--- src/core/ssp_pkg.sv ---
// package: constants and carrier types for the synchronous serial port
package ssp_pkg;

    // ****************************************
    // status register layout
    // ****************************************
    localparam int STAT_FULL_BIT    = 0;
    localparam int STAT_EDGE_BIT    = 6;
    localparam int STAT_SMP_BIT     = 7;
    localparam logic [7:0] STAT_RW_MASK = 8'hC0;

    // ****************************************
    // control register one layout
    // ****************************************
    localparam int CON1_EN_BIT      = 5;
    localparam int CON1_CKP_BIT     = 4;
    localparam logic [3:0] MODE_MASTER_DIV4 = 4'h0;
    localparam logic [3:0] MODE_MASTER_BRG  = 4'hA;
    localparam logic [3:0] MODE_SLAVE_SS    = 4'h4;
    localparam logic [3:0] MODE_SLAVE_NOSS  = 4'h5;

    // ****************************************
    // reset values and counts
    // ****************************************
    localparam logic [7:0] RST_BYTE  = 8'h00;
    localparam logic [3:0] BITS_PER_XFER = 4'h8;
    localparam logic [7:0] DIV4_RELOAD   = 8'h01;

    // ****************************************
    // carrier types
    // ****************************************
    typedef struct packed {
        logic       wr_stat;
        logic       wr_con1;
        logic       wr_con3;
        logic       wr_buf;
        logic       wr_add;
        logic       rd_buf;
        logic [7:0] wdata;
    } ssp_sw_t;

    typedef struct packed {
        logic sck;
        logic sdo;
        logic sdo_oe;
        logic sck_oe;
    } ssp_pins_t;

endpackage

--- src/core/ssp_spi_port.sv ---
// file: spi-mode register interface and shifter of the serial port
//
// What this block does
// - status, control one/three, buffer, reload, shifter
// - control one fully readable and writable
// - status low six read-only, top two writable
// - reload register sets master clock rate
// - shifter shifts out and in together
// - software writes and reads the data buffer
// - finished byte copied to buffer, flag raised
// - buffer write loads buffer and shifter together
// - port active only while enable set
// - status bit0 shows buffer full
// - status bit6 picks master output launch edge
// - status bit7 picks master sample point
`timescale 1ns/100ps
module ssp_spi_port
    import ssp_pkg::*;
(
    input  wire logic       sys_clk_i,
    input  wire logic       resetn_i,
    input  wire ssp_sw_t    sw_i,
    input  wire logic       sck_i,
    input  wire logic       sdi_i,
    input  wire logic       ss_n_i,
    output logic [7:0]      serial_status_reg_o,
    output logic [7:0]      serial_control_one_o,
    output logic [7:0]      serial_control_three_o,
    output logic [7:0]      serial_data_buffer_o,
    output logic [7:0]      serial_address_reload_o,
    output logic            serial_irq_flag_o,
    output logic            busy_o,
    output ssp_pins_t       pins_o
);

    // ****************************************
    // state
    // ****************************************
    typedef enum logic [1:0] {SSP_IDLE, SSP_LEAD, SSP_TRAIL} ssp_phase_t;

    typedef struct packed {
        logic [7:0]  stat_hi;
        logic        full;
        logic [7:0]  con1;
        logic [7:0]  con3;
        logic [7:0]  buf_q;
        logic [7:0]  add;
        logic [7:0]  sr;
        logic [3:0]  bits;
        ssp_phase_t  ph;
        logic        smp_pend;
        logic        irq;
        logic        sck_q;
        logic        sdo;
        logic        sck_in_q;
    } ssp_state_t;

    ssp_state_t st_r;
    ssp_state_t st_nxt;

    logic       enabled;
    logic       master;
    logic       tick;
    logic [3:0] mode;
    logic       ckp;
    logic       cke;
    logic       input_sample_phase;
    logic       slave_act;
    logic       sck_lvl;
    logic       lead_edge;
    logic       trail_edge;

    assign mode    = st_r.con1[3:0];
    assign ckp     = st_r.con1[CON1_CKP_BIT];
    assign cke     = st_r.stat_hi[STAT_EDGE_BIT];
    assign input_sample_phase     = st_r.stat_hi[STAT_SMP_BIT];
    assign enabled = st_r.con1[CON1_EN_BIT];
    assign master  = (mode == MODE_MASTER_DIV4) || (mode == MODE_MASTER_BRG);

    ssp_brg #(.W(8)) u_brg (
        .sys_clk_i (sys_clk_i),
        .resetn_i  (resetn_i),
        .run_i     (enabled && master && st_r.ph != SSP_IDLE),
        .reload_i  ((mode == MODE_MASTER_BRG) ? st_r.add : DIV4_RELOAD),
        .tick_o    (tick)
    );

    // slave edges on the incoming clock, relative to idle level
    assign slave_act  = (mode == MODE_SLAVE_NOSS) || !ss_n_i;
    assign sck_lvl    = sck_i ^ ckp;
    assign lead_edge  = sck_lvl && !st_r.sck_in_q;
    assign trail_edge = !sck_lvl && st_r.sck_in_q;

    // ****************************************
    // next state
    // ****************************************
    always_comb begin
        st_nxt          = st_r;
        st_nxt.irq      = 1'b0;
        st_nxt.sck_in_q = sck_lvl;

        if (sw_i.wr_con1) begin
            st_nxt.con1 = sw_i.wdata;
        end
        if (sw_i.wr_con3) begin
            st_nxt.con3 = sw_i.wdata;
        end
        if (sw_i.wr_add) begin
            st_nxt.add = sw_i.wdata;
        end
        if (sw_i.wr_stat) begin
            st_nxt.stat_hi = sw_i.wdata & STAT_RW_MASK;
        end
        if (sw_i.rd_buf) begin
            st_nxt.full = 1'b0;
        end

        if (!enabled) begin
            st_nxt.ph    = SSP_IDLE;
            st_nxt.bits  = '0;
            st_nxt.full  = 1'b0;
            st_nxt.sck_q = 1'b0;
        end else begin
            if (sw_i.wr_buf && st_r.ph == SSP_IDLE && st_r.bits == '0) begin
                st_nxt.buf_q = sw_i.wdata;
                st_nxt.sr    = sw_i.wdata;
                st_nxt.sdo   = cke ? sw_i.wdata[7] : st_r.sdo;
                if (master) begin
                    st_nxt.ph = SSP_LEAD;
                end
            end
            if (master && st_r.ph != SSP_IDLE && tick) begin
                if (st_r.ph == SSP_LEAD) begin
                    // leading edge: launch when cke clear, sample when input_sample_phase clear
                    st_nxt.sck_q = 1'b1;
                    st_nxt.ph    = SSP_TRAIL;
                    if (!cke) begin
                        st_nxt.sdo = st_r.sr[7];
                    end
                    if (!input_sample_phase) begin
                        st_nxt.smp_pend = 1'b1;
                    end
                end else begin
                    // trailing edge: clock returns to idle; stops here only once an early-sampled byte has completed
                    st_nxt.sck_q = 1'b0;
                    if (!input_sample_phase && !st_r.smp_pend && st_r.bits == '0) begin
                        st_nxt.ph = SSP_IDLE;
                    end else begin
                        st_nxt.ph = SSP_LEAD;
                    end
                end
            end
            if (!master && slave_act && (lead_edge || trail_edge)) begin
                st_nxt.smp_pend = (lead_edge != cke);
            end
        end

        if (enabled && (st_r.smp_pend || (master && input_sample_phase && tick && st_r.ph == SSP_TRAIL))) begin
            st_nxt.smp_pend = 1'b0;
            st_nxt.sr       = {st_r.sr[6:0], sdi_i};
            st_nxt.bits     = st_r.bits + 4'h1;
            if (cke) begin
                st_nxt.sdo = st_r.sr[6];
            end
            if (st_r.bits + 4'h1 == BITS_PER_XFER) begin
                st_nxt.bits = '0;
                // master mid-sample waits for the trailing edge, else clock stays active
                if (!master || tick) begin
                    st_nxt.ph = SSP_IDLE;
                end
                st_nxt.buf_q = {st_r.sr[6:0], sdi_i};
                st_nxt.full  = 1'b1;
                st_nxt.irq   = 1'b1;
            end
        end
    end

    always_ff @(posedge sys_clk_i) begin
        if (!resetn_i) begin
            st_r    <= '0;
            st_r.ph <= SSP_IDLE;
        end else begin
            st_r <= st_nxt;
        end
    end

    // ****************************************
    // outputs
    // ****************************************
    // register views
    assign serial_status_reg_o     = {st_r.stat_hi[7:6], 5'h00, st_r.full};
    assign serial_control_one_o    = st_r.con1;
    assign serial_control_three_o  = st_r.con3;
    assign serial_data_buffer_o    = st_r.buf_q;
    assign serial_address_reload_o = st_r.add;
    assign serial_irq_flag_o       = st_r.irq;
    assign busy_o                  = st_r.ph != SSP_IDLE || st_r.bits != '0;
    assign pins_o.sck    = st_r.sck_q ^ ckp;
    assign pins_o.sdo    = st_r.sdo;
    assign pins_o.sdo_oe = enabled && (master || slave_act);
    assign pins_o.sck_oe = enabled && master;

endmodule

--- src/core/ssp_brg.sv ---
// file: serial clock rate generator
`timescale 1ns/100ps
module ssp_brg
    import ssp_pkg::*;
#(
    parameter int W = 8
) (
    input  wire logic         sys_clk_i,
    input  wire logic         resetn_i,
    input  wire logic         run_i,
    input  wire logic [W-1:0] reload_i,
    output logic              tick_o
);
    typedef struct packed {
        logic [W-1:0] cnt;
        logic         tick;
    } ssp_brg_t;

    ssp_brg_t st_r;
    ssp_brg_t st_nxt;

    // half-period tick every reload+1 cycles
    always_comb begin
        st_nxt      = st_r;
        st_nxt.tick = 1'b0;
        if (!run_i) begin
            st_nxt.cnt = reload_i;
        end else if (st_r.cnt == '0) begin
            st_nxt.cnt  = reload_i;
            st_nxt.tick = 1'b1;
        end else begin
            st_nxt.cnt = st_r.cnt - W'(1);
        end
    end

    always_ff @(posedge sys_clk_i) begin
        if (!resetn_i) begin
            st_r <= '0;
        end else begin
            st_r <= st_nxt;
        end
    end

    assign tick_o = st_r.tick;
endmodule

--- config.mk ---
export PLATFORM = sky130hd
export DESIGN_NAME = ssp_spi_port
export DESIGN_NICKNAME = d
export VERILOG_FILES = /design/src/core/ssp_pkg.sv /design/src/core/ssp_spi_port.sv /design/src/core/ssp_brg.sv
export SDC_FILE = /design/constraint.sdc
export NUM_CORES = 1
export LEC_CHECK = 0
export ABC_CLOCK_PERIOD_IN_PS = 2500
export BUFFER_PORTS_ARGS = -buffer_cell sky130_fd_sc_hd__buf_2
export CAP_MARGIN = 20
export CORE_UTILIZATION = 25
export CTS_CLUSTER_SIZE = 14
export DETAILED_ROUTE_END_ITERATION = 16
export PLACE_DENSITY = 0.45
export SKIP_LAST_GASP = 1
export SLEW_MARGIN = 20
export SYNTH_ARGS = -nofsm -noshare
export SYNTH_HDL_FRONTEND = slang
export SYNTH_HIERARCHICAL = 1
export SYNTH_SLANG_ARGS = --single-unit
export TNS_END_PERCENT = 5
--- constraint.sdc ---
create_clock -name sys_clk_i -period 2.5 [get_ports sys_clk_i]
set_clock_uncertainty 0.1 [all_clocks]
set_input_delay 0.5 -clock sys_clk_i [delete_from_list [all_inputs] [get_ports sys_clk_i]]
set_output_delay 0.5 -clock sys_clk_i [all_outputs]
set_load 0.01 [all_outputs]
==> impl_summary.txt <==
----------------------------------------------------
[Power]
  Sequential group share of total power ... 40.1%
  Clock share of power ... 50.5%
  Pwr dens ... 688 nW/um2
  Leakage power summed over all cells ... 1.75 nW
  Portion of total power attributed to combinational logic ... 9.4%
  Post-layout total power ... 2.68 mW
  Design internal power ... 2.08 mW
  Switching Power ... 0.606 mW
  Worst ir drop on vdd ... 325 uV
  Net switching fraction of the power ... 22.6%

[Synth]
  Count of synthesis-stage warnings from yosys ... 6
  Leading area contributor after synthesis ... dfxtp_1
  FFs w/ async S/R, synth ... 0%
  Cells taking the most area after synthesis ... dfxtp_1 37%, mux2i_1 11%, buf_4 9.3%, nor2b_1 5.2%, nand3_1 3.3%
  Flip-flop and latch count after synthesis ... 63
  Synthesized area divided by synthesized cell count ... 9.38 um2
  Unique cell type count in the Yosys netlist ... 55
  Gate count after technology mapping ... 360
  Primary flip-flop cell chosen by synthesis mapping ... dfxtp_1
  Portion of synthesized cell area occupied by the leading cell type ... 37.3%
  Sequential element share of the synthesized area ... 37.3%
  Total standard cell area after synthesis ... 3380 um2
  EDFF count, synth ... 0

[Drt]
  Wire per inst ... 14.8 um
  DR DRC count ... 1
  Number of nets still failing antenna checks after routing ... 0
  Detailed-route wire length ... 8370 um
  Via-to-Cell Ratio ... 4.42
  Initial detailed-routing violation count ... 88
  Number of detailed-route iterations in the first pass ... 10
  DR vias ... 2498

[Clock network]
  Maximum count of clock buffers along a single path ... 2
  Maximum level of the CTS H-tree ... 3
  Buffers inserted by post-CTS timing repair ... 0
  CTS buffer count ... 9
  Cell at the root of the clock tree ... clkbuf_16
  Clk_lat worst skew ... 320 ps
  CTS tree ... done
  Clock slew at the register clock pins of the worst setup and hold paths ... 50 ps
  Clock sinks ... 63
  Post-cts hold buffer count ... 0
  CTS resizes ... 0

[Die]
  Standard-cell row count ... 42
  Core area ... 13200 um2
  Die Y-Extent ... 118 um
  I/O Pins ... 65
  Starting Density ... 25.6%
  Width of the die ... 118 um
  Die area ... 14000 um2

[Worst hold path]
  Destination of the worst hold path ... serial_data_buffer_o[0]
  Hold Path Stages ... 2
  Tightest Hold Check Type ... in2reg
  Start point of the worst min-delay path ... sdi_i

[Critical path]
  Crit. End Element ... output port
  R2r endpoint ... u_brg/st_r[2]
  Worst setup path category ... reg2out
  Path depth of the worst reg2reg path ... 7
  Required time at the endpoint of the critical path ... 1900 ps
  Nature of the critical path startpoint ... register
  Reg2reg setup slack ... 460 ps
  Worst-path maximum fanout ... 6
  Worst r2r src ... serial_control_one_o[1]
  Arrival time reported for the critical path endpoint ... 1590 ps

[Layout]
  Most frequent standard cell in the layout excluding fill and tap cells ... dfxtp_1
  Highest-count cells in the layout ignoring fill and taps ... 63 x dfxtp_1, 59 x buf_2, 38 x mux2i_1
  Count of filler cells inserted in the layout ... 1391
  Ant. Diodes ... 0
  Signed area change from the synthesized netlist to the final layout ... 15.5%
  Final std cells w/o fill ... 565
  Layout cell share with drive strength beyond 1 ... 24.4%
  Number of nets in the layout ... 409

[Status]
  Violations in the final reports ... DRC
  Outcome ... complete, but fails checks

[Job]
  Count of maximum capacitance violations ... 0

[STA]
  Setup Total Neg Slack ... 0 ps
  Time the final worst path needs with I/O delays and setup ... 2190 ps
  Final period utilization ... 87.5%
  Final-report max-slew violation count ... 0
  Hold violation count in the final report ... 0
  Total setup violations reported at the end of the flow ... 0
  F_max ... 0.457 GHz
  RSZ-0062 raised after global routing ... no

[Placed design]
  HPWL after detailed placement ... 6050 um
  Cell total after placement ... 549
  Number of buffers added on ports ... 59
  Gp weighted congestion ... 0.734

[GRT]
  Initial antenna violation count ... 0
  Maximum number of pins on one net before global-route repair ... 50
  Global route overflow ... 0
  Via count of the first global-routing pass ... 2454
  Global-route usage over all layers ... 12.6%
  Global-route wire length before repair ... 13600 um

----------------------------------------------------
-- metal layers --
metal  vias to the layer above  GRT usage, %  share of wire (%)
met1                      1166          16.8                 49
met2                        62          19.6                 46
met5                         -             0                  0
li1                       1262             -                  -
met4                         0          5.45                1.2
met3                         8          2.80                4.6
-- how the worst max path moves through the flow --
stage                       startpoint             to  slack [ps]  depth (start not counted)
2_1_floorplan  serial_control_one_o[1]  u_brg/st_r[3]         640                          8
3_3_place_gp   serial_control_one_o[1]  u_brg/st_r[1]         510                          7
3_5_place_dp   serial_control_one_o[1]  u_brg/st_r[2]         460                          7
4_1_cts        serial_control_one_o[1]      pins_o[1]         280                          4
5_1_grt        serial_control_one_o[1]      pins_o[1]         190                          4
6_report       serial_control_one_o[1]      pins_o[1]         310                          4
-- kinds of logic after synthesis --
group                    Yosys count  synth area share, %
AND/OR/NAND/NOR                  129                 21.9
buffers and inverters             65                 12.2
flip-flops                        63                 37.3
AO/OA/AOI/OAI                     45                 11.3
multiplexers                      39                 11.6
XOR/XNOR                          12                 3.33
adder cells (fa/ha/maj)            6                 2.22
other                              1                0.111
-- power by group through the flow --
stage          clock network [mW]  logic [mW]  registers, mW
2_1_floorplan                   0       0.207           1.08
3_3_place_gp                    0       0.255           1.10
3_5_place_dp                    0       0.257           1.10
4_1_cts                      1.40       0.257           1.08
5_1_grt                      1.46       0.279           1.08
6_report                     1.35       0.252           1.07
-- cell type report --
class	count	area [um2]	share of cell area (%)
Sequential cell	63	1260	32.3
Inverter	9	33.8	0.866
Clock inverter	3	65.1	1.67
Tap cell	176	220	5.65
Timing Repair Buffer	65	340	8.73
Clock buffer	13	260	6.68
Multi-Input combinational cell	236	1720	44.1
-- cell usage after synthesis, drive strengths merged, types with 2 or more instances --
cell / number
nand2: 26
o2bb2ai: 9
nor2: 12
clkbuf: 9
nor3: 8
nand3b: 2
nor2b: 28
mux2i: 38
and2: 11
xor2: 8
o211a: 3
ha: 6
o21ai: 8
xnor2: 4
nand4: 8
o21a: 2
and3: 2
inv: 9
dfxtp: 63
buf: 47
nand3: 22
a31oi: 4
a21oi: 9
nor4: 2
nor3b: 4
-- flip-flops by register name (all words and copies together), names as in the netlist --
name,cells
serial_irq_flag_o,1
serial_address_reload_o,8
st_r,17
serial_control_three_o,8
serial_control_one_o,8
pins_o,1
serial_status_reg_o,3
u_brg/tick_o,1
serial_data_buffer_o,8
u_brg/st_r,8
-- critical path: stages (launching register included) --
cell,delay (ps)
dfxtp_1,460
xor2_1,310
nor2_1,140
o21a_1,220
buf_2,140
-- stage by stage --
stage / cell area (um2) / hold WS [ps] / setup WS [ps] / util [%]
6_report: 3900 / 312 / 312 / 29.6
5_1_grt: 3900 / 307 / 189 / 29.6
4_1_cts: 3900 / 297 / 283 / 29.6
3_5_place_dp: 3570 / 383 / 464 / 27.1
3_3_place_gp: 3570 / 371 / 514 / 27.1
2_1_floorplan: 3390 / 354 / 638 / -
Note: power is estimated with default switching activity, not from simulation.
